===== src/logic/touchpad_params.svh =====
// Constants for the touchpad secondary-function controller: register map,
// field positions, reset values and timing figures.
// Assumes a single 200 MHz system clock and a synchronous active-low reset.
// Contract
// Ignition on and DRIVE: switch to outermost columns after five seconds.
// Column-select keys change the active column manually at any time.
// Dual-function keys act on the function of the highlighted column.
// Wild-card keys are remapped according to the active column.
// Always-active keys ignore column; aux two/three may be ignition-interlocked.
// Status window shows battery voltage, software revision or programming info.
// Column 1 lights key steps parking, headlights, then all off.
// Headlights on and column 1: left wild-card toggles low/high beam.
// Last beam state is kept when ignition or lights turn off.
// Backlight lit while parking lights are active.
// Wake from sleep lights the backlight for 90 seconds.
// Ignition turning off lights the backlight for 90 seconds.
// Headlight option: manual, on with wipers, or on with ignition.
// Headlights are never switched off automatically, only by a key.
// Column 1 wiper key steps off, intermittent, low, high, off.
// Intermittent mode pauses a fixed five seconds between wipes.
// Holding the wiper key 2-3 seconds starts the washer at any speed.
// Wash hold from off: on release wash and wipe briefly, then off; the code stops the washer at release and only wipes.
// Functions are driven by keys or by commands over the port.
// Keys are debounced and classified as short presses or timed holds.
// Reset starts lights, wipers and timers off, backlight timer cleared.
`ifndef TOUCHPAD_PARAMS_SVH
`define TOUCHPAD_PARAMS_SVH

// Clock and time figures
`define CLK_HZ 200000000
`define DEBOUNCE_MS 10
`define AUTO_SHIFT_SEC 5
`define BACKLIGHT_SEC 90
`define INT_PAUSE_SEC 5
`define WIPE_SEC 1
`define WASH_HOLD_SEC 2
`define WASH_BRIEF_SEC 3

// Key bit positions
`define KEY_LIGHTS 0
`define KEY_WIPER 1
`define KEY_WILD_LEFT 2
`define KEY_WILD_RIGHT 3
`define KEY_COL_LEFT 4
`define KEY_COL_RIGHT 5
`define KEY_AUX_TWO 6
`define KEY_AUX_THREE 7
`define KEY_COUNT 8

// Columns
`define COL_FIRST 2'h1
`define COL_OUTER 2'h3
`define COL_RESET 2'h1

// Register byte addresses
`define REG_CTRL 8'h00
`define REG_CMD 8'h04
`define REG_STATUS 8'h08
`define REG_PROG 8'h0C

// Control register fields and register reset values
`define CTRL_HEADOPT_LSB 0
`define CTRL_AUX2_LOCK 2
`define CTRL_AUX3_LOCK 3
`define CTRL_DISP_LSB 4
`define CTRL_RESET 6'h00
`define PROG_RESET 8'h00

`endif


===== src/logic/touchpad_pkg.sv =====
// Types for the touchpad controller: state machines and option codes.
// Assumes the constants header is included by the design file.
package touchpad_pkg;

    typedef enum logic [2:0] {
        LIGHT_OFF = 3'b001,
        LIGHT_PARK = 3'b010,
        LIGHT_HEAD = 3'b100
    } light_state_type;

    typedef enum logic [5:0] {
        WIPE_OFF = 6'b000001,
        WIPE_INT = 6'b000010,
        WIPE_LOW = 6'b000100,
        WIPE_HIGH = 6'b001000,
        WIPE_WASH = 6'b010000,
        WIPE_BRIEF = 6'b100000
    } wiper_state_type;

    typedef enum logic [1:0] {
        HEAD_MANUAL = 2'b00,
        HEAD_WITH_WIPERS = 2'b01,
        HEAD_WITH_IGNITION = 2'b10
    } head_option_type;

    typedef enum logic [1:0] {
        DISP_BATTERY = 2'b00,
        DISP_REVISION = 2'b01,
        DISP_PROG = 2'b10
    } display_mode_type;

endpackage : touchpad_pkg


===== src/logic/touchpad_ctrl.sv =====
// Touchpad controller: key debounce, column selection, lights, wipers,
// washer, backlight, auxiliary latches, status window and register port.
// Assumes key, ignition, drive, wake and battery inputs come from pins and
// are asynchronous; the register port runs on SYS_CLK.
`include "touchpad_params.svh"

module touchpad_ctrl
    import touchpad_pkg::*;
#(
    parameter int SEC_CYCLES = `CLK_HZ,
    parameter int DEBOUNCE_CYCLES = `CLK_HZ / 1000 * `DEBOUNCE_MS,
    parameter logic [7:0] SW_REVISION = 8'h5A  // Arbitrary value
) (
    input wire logic SYS_CLK,
    input wire logic NRST,
    input wire logic [`KEY_COUNT-1:0] KEYS,
    input wire logic IGNITION,
    input wire logic TRANS_DRIVE,
    input wire logic WAKE,
    input wire logic [7:0] BATTERY_VOLTS,
    input wire logic [7:0] ADDR,
    input wire logic [31:0] WDATA,
    input wire logic WR,
    input wire logic RD,
    output logic [31:0] RDATA,
    output logic [1:0] ACTIVE_COLUMN,
    output logic PARK_LIGHTS,
    output logic HEAD_LIGHTS,
    output logic HIGH_BEAM,
    output logic WIPER_LOW,
    output logic WIPER_HIGH,
    output logic WASHER,
    output logic BACKLIGHT,
    output logic AUX_TWO,
    output logic AUX_THREE,
    output logic [5:0] WILD_PULSE,
    output logic [7:0] STATUS_VALUE
);

    localparam int SEC_W = $clog2(SEC_CYCLES + 1);
    localparam int DB_W = $clog2(DEBOUNCE_CYCLES + 1);
    localparam logic [SEC_W-1:0] SEC_LAST = SEC_W'(SEC_CYCLES - 1);
    localparam logic [DB_W-1:0] DB_LAST = DB_W'(DEBOUNCE_CYCLES - 1);

    logic [SEC_W-1:0] sec_cnt_q;
    logic sec_tick;
    logic [`KEY_COUNT-1:0] key_press, key_hold, key_long_rel;
    logic [`KEY_COUNT-1:0] cmd_press_q, press;
    logic [1:0] ign_sync_q, drive_sync_q, wake_sync_q;
    logic [7:0] batt_meta_q, batt_q;
    logic ign_prev_q, wake_prev_q, ign_rise, ign_fall, wake_rise;
    logic [5:0] ctrl_q;
    logic [7:0] prog_q;
    logic [1:0] col_q;
    logic [2:0] shift_cnt_q;
    logic shift_fire;
    light_state_type light_q;
    logic beam_q;
    wiper_state_type wiper_q;
    logic [2:0] wtmr_q;
    logic wipe_on_q, washing_q;
    logic [6:0] bl_tmr_q;
    logic aux_two_q, aux_three_q;
    logic col1, wiper_start;
    head_option_type head_opt;
    logic [1:0] col_m1;

    // Shared seconds time base for holds and the shift, wiper and backlight timers
    always_ff @(posedge SYS_CLK) begin
        if (!NRST || sec_tick) begin
            sec_cnt_q <= '0;
        end else begin
            sec_cnt_q <= sec_cnt_q + SEC_W'(1);
        end
    end
    assign sec_tick = (sec_cnt_q == SEC_LAST);

    // Per-key synchroniser, debounce and press/hold classification
    generate
        for (genvar i = 0; i < `KEY_COUNT; i++) begin : g_key
            logic [1:0] sync_q;
            logic stable_q, press_q, hold_q, long_q, commit;
            logic [DB_W-1:0] db_q;
            logic [1:0] held_q;
            assign commit = (sync_q[1] != stable_q) && (db_q == DB_LAST);
            always_ff @(posedge SYS_CLK) begin
                if (!NRST) begin
                    sync_q <= 2'h0;
                    stable_q <= 1'b0;
                    db_q <= '0;
                    held_q <= 2'h0;
                    press_q <= 1'b0;
                    hold_q <= 1'b0;
                    long_q <= 1'b0;
                end else begin
                    sync_q <= {sync_q[0], KEYS[i]};
                    // A change must persist a full debounce period to count
                    if (sync_q[1] == stable_q || commit) begin
                        db_q <= '0;
                    end else begin
                        db_q <= db_q + DB_W'(1);
                    end
                    if (commit) begin
                        stable_q <= sync_q[1];
                    end
                    if (!stable_q) begin
                        held_q <= 2'h0;
                    end else if (sec_tick && held_q < 2'(`WASH_HOLD_SEC)) begin
                        held_q <= held_q + 2'h1;
                    end
                    press_q <= commit && stable_q && (held_q < 2'(`WASH_HOLD_SEC));
                    long_q <= commit && stable_q && (held_q >= 2'(`WASH_HOLD_SEC));
                    hold_q <= stable_q && !commit && sec_tick
                              && (held_q == 2'(`WASH_HOLD_SEC - 1));
                end
            end
            assign key_press[i] = press_q;
            assign key_hold[i] = hold_q;
            assign key_long_rel[i] = long_q;
        end
    endgenerate

    // Level inputs from pins: two flip-flops before use
    always_ff @(posedge SYS_CLK) begin
        if (!NRST) begin
            ign_sync_q <= 2'h0;
            drive_sync_q <= 2'h0;
            wake_sync_q <= 2'h0;
            batt_meta_q <= 8'h00;
            batt_q <= 8'h00;
            ign_prev_q <= 1'b0;
            wake_prev_q <= 1'b0;
        end else begin
            ign_sync_q <= {ign_sync_q[0], IGNITION};
            drive_sync_q <= {drive_sync_q[0], TRANS_DRIVE};
            wake_sync_q <= {wake_sync_q[0], WAKE};
            batt_meta_q <= BATTERY_VOLTS;
            batt_q <= batt_meta_q;
            ign_prev_q <= ign_sync_q[1];
            wake_prev_q <= wake_sync_q[1];
        end
    end
    assign ign_rise = ign_sync_q[1] && !ign_prev_q;
    assign ign_fall = !ign_sync_q[1] && ign_prev_q;
    assign wake_rise = wake_sync_q[1] && !wake_prev_q;

    // Keys and port commands feed the same event path
    assign press = key_press | cmd_press_q;
    assign col1 = (col_q == `COL_FIRST);
    assign col_m1 = col_q - 2'h1;
    assign head_opt = head_option_type'(ctrl_q[`CTRL_HEADOPT_LSB +: 2]);

    // Register writes; a command word lives for one cycle only
    always_ff @(posedge SYS_CLK) begin
        if (!NRST) begin
            ctrl_q <= `CTRL_RESET;
            prog_q <= `PROG_RESET;
            cmd_press_q <= '0;
        end else begin
            cmd_press_q <= (WR && ADDR == `REG_CMD) ? WDATA[`KEY_COUNT-1:0] : '0;
            if (WR && ADDR == `REG_CTRL) begin
                ctrl_q <= WDATA[5:0];
            end
            if (WR && ADDR == `REG_PROG) begin
                prog_q <= WDATA[7:0];
            end
        end
    end

    // Read data stands only in the cycle after the strobe; unmapped reads zero
    always_ff @(posedge SYS_CLK) begin
        if (!NRST || !RD) begin
            RDATA <= 32'h0000_0000;
        end else begin
            case (ADDR)
                `REG_CTRL: RDATA <= {26'h000_0000, ctrl_q};
                `REG_STATUS: RDATA <= {16'h0000, 2'h0, col_q, light_q, beam_q,
                                       wiper_q, washing_q, BACKLIGHT};
                `REG_PROG: RDATA <= {24'h00_0000, prog_q};
                default: RDATA <= 32'h0000_0000;
            endcase
        end
    end

    // Seconds in DRIVE with ignition on, for the automatic column shift
    always_ff @(posedge SYS_CLK) begin
        if (!NRST || !(ign_sync_q[1] && drive_sync_q[1])) begin
            shift_cnt_q <= 3'h0;
        end else if (sec_tick && shift_cnt_q < 3'(`AUTO_SHIFT_SEC)) begin
            shift_cnt_q <= shift_cnt_q + 3'h1;
        end
    end
    assign shift_fire = ign_sync_q[1] && drive_sync_q[1] && sec_tick
                        && (shift_cnt_q == 3'(`AUTO_SHIFT_SEC - 1));

    // Active column: manual keys anytime, automatic shift once per drive entry
    always_ff @(posedge SYS_CLK) begin
        if (!NRST) begin
            col_q <= `COL_RESET;
        end else if (shift_fire) begin
            col_q <= `COL_OUTER;
        end else if (press[`KEY_COL_RIGHT] && col_q != `COL_OUTER) begin
            col_q <= col_q + 2'h1;
        end else if (press[`KEY_COL_LEFT] && col_q != `COL_FIRST) begin
            col_q <= col_q - 2'h1;
        end
    end

    // Wipers leaving off, used by the headlight option
    assign wiper_start = (wiper_q == WIPE_OFF) && col1
                         && (press[`KEY_WIPER] || key_hold[`KEY_WIPER]);

    // Lights cycle; automatic paths only ever turn headlights on
    always_ff @(posedge SYS_CLK) begin
        if (!NRST) begin
            light_q <= LIGHT_OFF;
        end else if (col1 && press[`KEY_LIGHTS]) begin
            case (light_q)
                LIGHT_OFF: light_q <= LIGHT_PARK;
                LIGHT_PARK: light_q <= LIGHT_HEAD;
                LIGHT_HEAD: light_q <= LIGHT_OFF;
                default: light_q <= LIGHT_OFF;
            endcase
        end else if ((head_opt == HEAD_WITH_WIPERS && wiper_start)
                     || (head_opt == HEAD_WITH_IGNITION && ign_rise)) begin
            light_q <= LIGHT_HEAD;
        end
    end

    // Beam memory survives lights and ignition off; only the key flips it
    always_ff @(posedge SYS_CLK) begin
        if (!NRST) begin
            beam_q <= 1'b0;
        end else if (col1 && light_q == LIGHT_HEAD && press[`KEY_WILD_LEFT]) begin
            beam_q <= !beam_q;
        end
    end

    // Wild-card remap: one pulse line per column and side, beam key excluded
    always_ff @(posedge SYS_CLK) begin
        if (!NRST) begin
            WILD_PULSE <= 6'h00;
        end else begin
            WILD_PULSE <= (6'(press[`KEY_WILD_LEFT] && !col1) << {col_m1, 1'b0})
                          | (6'(press[`KEY_WILD_RIGHT]) << {col_m1, 1'b1});
        end
    end

    // Wiper sequence, wash hold and brief post-wash wipe
    always_ff @(posedge SYS_CLK) begin
        if (!NRST) begin
            wiper_q <= WIPE_OFF;
            washing_q <= 1'b0;
        end else if (col1 && key_hold[`KEY_WIPER]) begin
            washing_q <= 1'b1;
            if (wiper_q == WIPE_OFF || wiper_q == WIPE_BRIEF) begin
                wiper_q <= WIPE_WASH;
            end
        end else if (washing_q && key_long_rel[`KEY_WIPER]) begin
            washing_q <= 1'b0;
            if (wiper_q == WIPE_WASH) begin
                wiper_q <= WIPE_BRIEF;
            end
        end else if (col1 && press[`KEY_WIPER]) begin
            case (wiper_q)
                WIPE_OFF: wiper_q <= WIPE_INT;
                WIPE_INT: wiper_q <= WIPE_LOW;
                WIPE_LOW: wiper_q <= WIPE_HIGH;
                WIPE_HIGH: wiper_q <= WIPE_OFF;
                default: wiper_q <= WIPE_INT;
            endcase
        end else if (wiper_q == WIPE_BRIEF && sec_tick
                     && wtmr_q == 3'(`WASH_BRIEF_SEC - 1)) begin
            wiper_q <= WIPE_OFF;
        end
    end

    // Intermittent timing: one wipe second, then a fixed pause
    always_ff @(posedge SYS_CLK) begin
        if (!NRST || !(wiper_q == WIPE_INT || wiper_q == WIPE_BRIEF)) begin
            wtmr_q <= 3'h0;
            wipe_on_q <= 1'b1;
        end else if (wiper_q == WIPE_BRIEF && sec_tick) begin
            wtmr_q <= wtmr_q + 3'h1;
            wipe_on_q <= 1'b1;
        end else if (sec_tick) begin
            if (wipe_on_q && wtmr_q == 3'(`WIPE_SEC - 1)) begin
                wtmr_q <= 3'h0;
                wipe_on_q <= 1'b0;
            end else if (!wipe_on_q && wtmr_q == 3'(`INT_PAUSE_SEC - 1)) begin
                wtmr_q <= 3'h0;
                wipe_on_q <= 1'b1;
            end else begin
                wtmr_q <= wtmr_q + 3'h1;
            end
        end
    end

    // Backlight timer: wake or ignition off reloads, counts down in seconds
    always_ff @(posedge SYS_CLK) begin
        if (!NRST) begin
            bl_tmr_q <= 7'h00;
        end else if (wake_rise || ign_fall) begin
            bl_tmr_q <= 7'(`BACKLIGHT_SEC);
        end else if (sec_tick && bl_tmr_q != 7'h00) begin
            bl_tmr_q <= bl_tmr_q - 7'h01;
        end
    end

    // Always-active aux latches, optionally locked out with ignition on
    always_ff @(posedge SYS_CLK) begin
        if (!NRST) begin
            aux_two_q <= 1'b0;
            aux_three_q <= 1'b0;
        end else begin
            if (press[`KEY_AUX_TWO] && !(ign_sync_q[1] && ctrl_q[`CTRL_AUX2_LOCK])) begin
                aux_two_q <= !aux_two_q;
            end
            if (press[`KEY_AUX_THREE] && !(ign_sync_q[1] && ctrl_q[`CTRL_AUX3_LOCK])) begin
                aux_three_q <= !aux_three_q;
            end
        end
    end

    // Registered outputs; one cycle behind the state they mirror
    always_ff @(posedge SYS_CLK) begin
        if (!NRST) begin
            ACTIVE_COLUMN <= `COL_RESET;
            PARK_LIGHTS <= 1'b0;
            HEAD_LIGHTS <= 1'b0;
            HIGH_BEAM <= 1'b0;
            WIPER_LOW <= 1'b0;
            WIPER_HIGH <= 1'b0;
            WASHER <= 1'b0;
            BACKLIGHT <= 1'b0;
            AUX_TWO <= 1'b0;
            AUX_THREE <= 1'b0;
        end else begin
            ACTIVE_COLUMN <= col_q;
            PARK_LIGHTS <= (light_q != LIGHT_OFF);
            HEAD_LIGHTS <= (light_q == LIGHT_HEAD);
            HIGH_BEAM <= (light_q == LIGHT_HEAD) && beam_q;
            WIPER_LOW <= wiper_q == WIPE_LOW || wiper_q == WIPE_WASH
                         || ((wiper_q == WIPE_INT || wiper_q == WIPE_BRIEF) && wipe_on_q);
            WIPER_HIGH <= (wiper_q == WIPE_HIGH);
            WASHER <= washing_q;
            BACKLIGHT <= (light_q != LIGHT_OFF) || (bl_tmr_q != 7'h00);
            AUX_TWO <= aux_two_q;
            AUX_THREE <= aux_three_q;
        end
    end

    // Status window source; battery voltage is the normal view
    always_ff @(posedge SYS_CLK) begin
        if (!NRST) begin
            STATUS_VALUE <= 8'h00;
        end else begin
            case (display_mode_type'(ctrl_q[`CTRL_DISP_LSB +: 2]))
                DISP_REVISION: STATUS_VALUE <= SW_REVISION;
                DISP_PROG: STATUS_VALUE <= prog_q;
                default: STATUS_VALUE <= batt_q;
            endcase
        end
    end

    // Checks on the behaviour above
    property p_auto_shift;
        @(posedge SYS_CLK) disable iff (!NRST)
        (ign_sync_q[1] && drive_sync_q[1] && sec_tick
         && shift_cnt_q == 3'(`AUTO_SHIFT_SEC - 1))
        |=> (col_q == `COL_OUTER) ##1 (ACTIVE_COLUMN == `COL_OUTER);
    endproperty
    a_auto_shift: assert property (p_auto_shift) else $error("no auto shift");

    property p_col_right;
        @(posedge SYS_CLK) disable iff (!NRST)
        (press[`KEY_COL_RIGHT] && col_q == 2'h1 && !shift_fire) |=> (col_q == 2'h2);
    endproperty
    a_col_right: assert property (p_col_right) else $error("column step wrong");

    property p_lights_step;
        @(posedge SYS_CLK) disable iff (!NRST)
        (col1 && press[`KEY_LIGHTS] && light_q == LIGHT_OFF)
        |=> (light_q == LIGHT_PARK) ##1 (PARK_LIGHTS && !HEAD_LIGHTS);
    endproperty
    a_lights_step: assert property (p_lights_step) else $error("lights step wrong");

    property p_beam;
        @(posedge SYS_CLK) disable iff (!NRST)
        (col1 && light_q == LIGHT_HEAD && press[`KEY_WILD_LEFT]) |=> (beam_q != $past(beam_q));
    endproperty
    a_beam: assert property (p_beam) else $error("beam not toggled");

    property p_no_auto_off;
        @(posedge SYS_CLK) disable iff (!NRST)
        (light_q == LIGHT_HEAD && !(col1 && press[`KEY_LIGHTS])) |=> (light_q == LIGHT_HEAD);
    endproperty
    a_no_auto_off: assert property (p_no_auto_off) else $error("headlights auto off");

    property p_backlight_park;
        @(posedge SYS_CLK) disable iff (!NRST)
        (light_q != LIGHT_OFF) |=> BACKLIGHT;
    endproperty
    a_backlight_park: assert property (p_backlight_park) else $error("backlight dark");

    property p_ign_off_timer;
        @(posedge SYS_CLK) disable iff (!NRST)
        ign_fall |=> (bl_tmr_q == 7'(`BACKLIGHT_SEC)) ##1 BACKLIGHT;
    endproperty
    a_ign_off_timer: assert property (p_ign_off_timer) else $error("no 90 s load");

    property p_wiper_step;
        @(posedge SYS_CLK) disable iff (!NRST)
        (col1 && press[`KEY_WIPER] && !key_hold[`KEY_WIPER] && !key_long_rel[`KEY_WIPER]
         && wiper_q == WIPE_HIGH) |=> (wiper_q == WIPE_OFF);
    endproperty
    a_wiper_step: assert property (p_wiper_step) else $error("wiper step wrong");

    property p_wash;
        @(posedge SYS_CLK) disable iff (!NRST)
        (col1 && key_hold[`KEY_WIPER]) |=> washing_q ##1 WASHER;
    endproperty
    a_wash: assert property (p_wash) else $error("washer not started");

    property p_aux_lock;
        @(posedge SYS_CLK) disable iff (!NRST)
        (ign_sync_q[1] && ctrl_q[`CTRL_AUX2_LOCK]) |=> $stable(aux_two_q);
    endproperty
    a_aux_lock: assert property (p_aux_lock) else $error("aux two not locked");

    property p_reset_off;
        @(posedge SYS_CLK)
        !NRST |=> (light_q == LIGHT_OFF && wiper_q == WIPE_OFF && bl_tmr_q == 7'h00);
    endproperty
    a_reset_off: assert property (p_reset_off) else $error("reset state wrong");

endmodule : touchpad_ctrl


===== config.mk =====
export PLATFORM = sky130hd
export DESIGN_NAME = touchpad_ctrl
export DESIGN_NICKNAME = d
export VERILOG_FILES = /design/src/logic/touchpad_pkg.sv /design/src/logic/touchpad_ctrl.sv
export VERILOG_INCLUDE_DIRS = /design/src /design/src/logic
export SDC_FILE = /design/constraint.sdc
export NUM_CORES = 1
export LEC_CHECK = 0
export ABC_AREA = 1
export BUFFER_PORTS_ARGS = -buffer_cell sky130_fd_sc_hd__buf_2
export CAP_MARGIN = 25
export CORE_AREA = 4 4 175 177
export DETAILED_ROUTE_END_ITERATION = 10
export DIE_AREA = 0 0 179 181
export GPL_ROUTABILITY_DRIVEN = 1
export PLACE_DENSITY_LB_ADDON = 0.05
export SLEW_MARGIN = 40
export SYNTH_ARGS = -nofsm -noshare
export SYNTH_HDL_FRONTEND = slang
export SYNTH_SLANG_ARGS = --single-unit

===== constraint.sdc =====
create_clock -name SYS_CLK -period 5 [get_ports SYS_CLK]
set_clock_uncertainty 0.15 [all_clocks]
set_input_delay 1 -clock SYS_CLK [delete_from_list [all_inputs] [get_ports SYS_CLK]]
set_output_delay 1 -clock SYS_CLK [all_outputs]
set_load 0.05 [all_outputs]

==> summary.txt <==
Run status
  • Status: complete, no violations

Synthesis
  • Post-synthesis sequential area ratio: 45.5%
  • Syn Inst Count: 2,138
  • Post-synth top cells: nand2_1, dfxtp_1, inv_1
  • FF+latch count, synth: 360
  • Post-synthesis cell type count: 50
  • Post-synth top area share: 45.5%
  • Main flop type after synthesis: dfxtp_1
  • Largest area contributor in the synthesized netlist: dfxtp_1
  • Post-synth ARST share: 0%
  • Synth area leaders: dfxtp_1, nand2_1, inv_1, nor2_1, a21oi_1
  • Top-count cell post-synth: nand2_1
  • Syn Area/Cell: 7.40 sq um
  • Post-synthesis cell area: 15,800 sq um
  • YS warnings: 0
  • EDFF count, synth: 0

Routing
  • Total Wirelength: 32,500 um
  • Drt first pass iters: 5
  • Post-route ant nets: 0
  • # DRC: 0
  • Via density: 4.99
  • Avg WL per Cell: 12.3 um
  • Via count: 13,200
  • Initial drt markers: 767

Die
  • Boundary Pins: 120
  • # rows: 63
  • Initial Utilization: 54.1%
  • Die area: 32,400 sq um
  • Die W: 179 um
  • Die Span Y: 181 um
  • Core area: 29,200 sq um

STA
  • Final Cycle Share: 52.0%
  • Fmax: 384 MHz
  • Final slew viol count: 0
  • Setup TNS: 0 ns
  • RSZ-0062 raised after global routing: false
  • Endpoints failing hold: 0
  • Max-slew headroom: 46.4%
  • Tmin final: 2.60 ns
  • Slew @ Worst Pin: 0.802 ns
  • Setup-failing EPs final: 0
  • Final worst slack: 2.40 ns

Clock tree
  • Cts repair resizes: 0
  • # hold bufs at CTS: 0
  • Reg clk slew, reported paths: 0.06 ns
  • Sink Count: 360
  • CTS tree: built
  • Clk buf depth: 3
  • Post-CTS Setup Bufs: 0
  • Clk Latency, worst-skew pair: 0.52 ns
  • Root Driver: clkbuf_16
  • Num CTS Buffers: 39
  • # H-tree levels: 2

Placement
  • Buffers on Ports: 77
  • Detailed placement HPWL: 23,800 um
  • Post-place setup slack: 1.83 ns
  • Placer Congestion: 0.905

Critical path
  • Worst reg2reg path depth: 10
  • CP Class: input pin to register
  • Worst EP required: 5.31 ns
  • CP Max Fanout: 70
  • RR Endpoint: g_key[4].db_q[20]
  • Startpoint class of the critical path: input pin
  • Reg2Reg Launch Point: g_key[4].db_q[0]
  • CP Capture Type: register
  • Internal reg-to-reg setup slack: 2.69 ns
  • CP startpoint: NRST
  • CP arrival: 2.91 ns

Power and ir drop
  • Cell Pwr Density: 330 nW/um^2
  • Worst vdd ir: 0.000272 V
  • Comb power frac: 2.5%
  • Sequential share of power: 49.6%
  • Psw: 1270 uW
  • Internal: 4590 uW
  • Clock share of power: 47.9%
  • Leakage: 0.00703 uW
  • Sw Share: 21.7%

Hold path
  • Hold depth: 2
  • Hold Path Class: register to register
  • Startpoint of the worst hold path: g_key[2].sync_q[0]
  • Hold EP: g_key[2].sync_q[1]

Job
  • Max Cap Viol: 0

Cells and area
  • Nets: 2,303
  • Share of layout cells above drive strength 1: 9.87%
  • Antenna cell count: 0
  • Area growth from synthesis to layout: 12.2%

Global route
  • GRT met1 Usage: 26.6%
  • Largest net degree at the start of global routing: 71
  • Vias in the first global route: 12,500
  • First-pass GRT wire length: 55,800 um
  • Grt met3 use: 3.52%
  • Antenna violations before repair: 0
  • GRT busiest layer: met2
  • M2 GR Usage: 33.8%
  • Remaining global-route overflow: 0
  • GRT Util Overall: 20.0%
[registers in the layout (all words and copies together) (netlist names), 14 cells and up]
signal        cells
RDATA            14
g_key.db_q      168
g_key.held_q     16
g_key.sync_q     16
sec_cnt_q        28
[final cells by class]
cell class	count	area, sq um
fill	2712	11500
sequential	360	7210
multi-input combinational	1410	7140
inverter	327	1230
clock buffer	51	1090
tap	390	488
timing repair buffer	81	418
clock inverter	20	184
[per-layer routing]
layer / share of wire, % / up-vias / routed length (um)
li1: - / 6999 / -
met1: 47 / 5942 / 15200
met2: 47 / 180 / 15400
met3: 3.9 / 55 / 1280
met4: 1.7 / 0 / 563
met5: 0 / - / 0
[kinds of logic (layout without fill, tap and decap cells)]
group	count (synthesis)	count (layout)	synth area share, %
other	1	18	0.0237
xor gates and xnor gates	73	73	4.04
DFF	360	360	45.5
buffers and inverters	385	479	9.88
and+or+nand+nor	1068	1068	31.0
AOI/OAI and AO/OA	230	230	7.86
adders and majority gates	21	21	1.66
[critical path: stages]
cell     delay [ns]
buf_4          0.53
buf_4          0.33
nand3_1        0.58
inv_1          0.26
nand2_1        0.08
nor2_1         0.09
[how the worst max path moves through the flow]
stage / to / depth (start not counted)
floorplan: ctrl_q[1] / 10
global placement: g_key[4].db_q[20] / 6
detailed placement: g_key[5].db_q[15] / 4
CTS: g_key[5].db_q[15] / 4
global route: g_key[4].db_q[20] / 6
finish: g_key[4].db_q[20] / 6
[metrics by stage]
stage                     hold slack, ns  utilization (%)  cell area (sq um)  std cells  power (uW)
after floorplan                    0.240                -              15900       2155        3090
after global placement             0.246             56.3              16500       2568        3110
after detailed placement           0.249             56.3              16500       2568        3120
after CTS                          0.264             60.6              17700       2639        5940
after global routing               0.281             60.7              17800       2639        6080
final                              0.261             60.7              17800       2639        5860
[power groups by stage]
stage	sequential, uW	clock (uW)	combinational (uW)
4_1_cts	2900	2890	149
3_3_place_gp	2970	0	147
3_5_place_dp	2970	0	149
2_1_floorplan	2970	0	112
5_1_grt	2910	3010	165
6_report	2900	2810	148
[cell usage in the layout (no fill, tap or decap), drive strengths merged, types with 3 or more instances in the layout]
cell type,Yosys,final
dfxtp,360,360
nand4,72,72
ha,21,21
nor2,314,314
o21ai,65,65
clkbuf,8,51
nand2,391,391
o21bai,4,4
o31ai,3,3
buf,50,81
clkinv,0,10
xor2,56,56
conb,1,18
nor4,19,19
o211ai,6,6
xnor2,17,17
and3,4,4
a31oi,12,12
clkinvlp,0,3
nand3b,5,5
or2,17,17
nand3,105,105
nor3b,21,21
inv,327,332
o21a,6,6
a21oi,124,124
nor3,117,117
(Power assumes the default switching activity.)
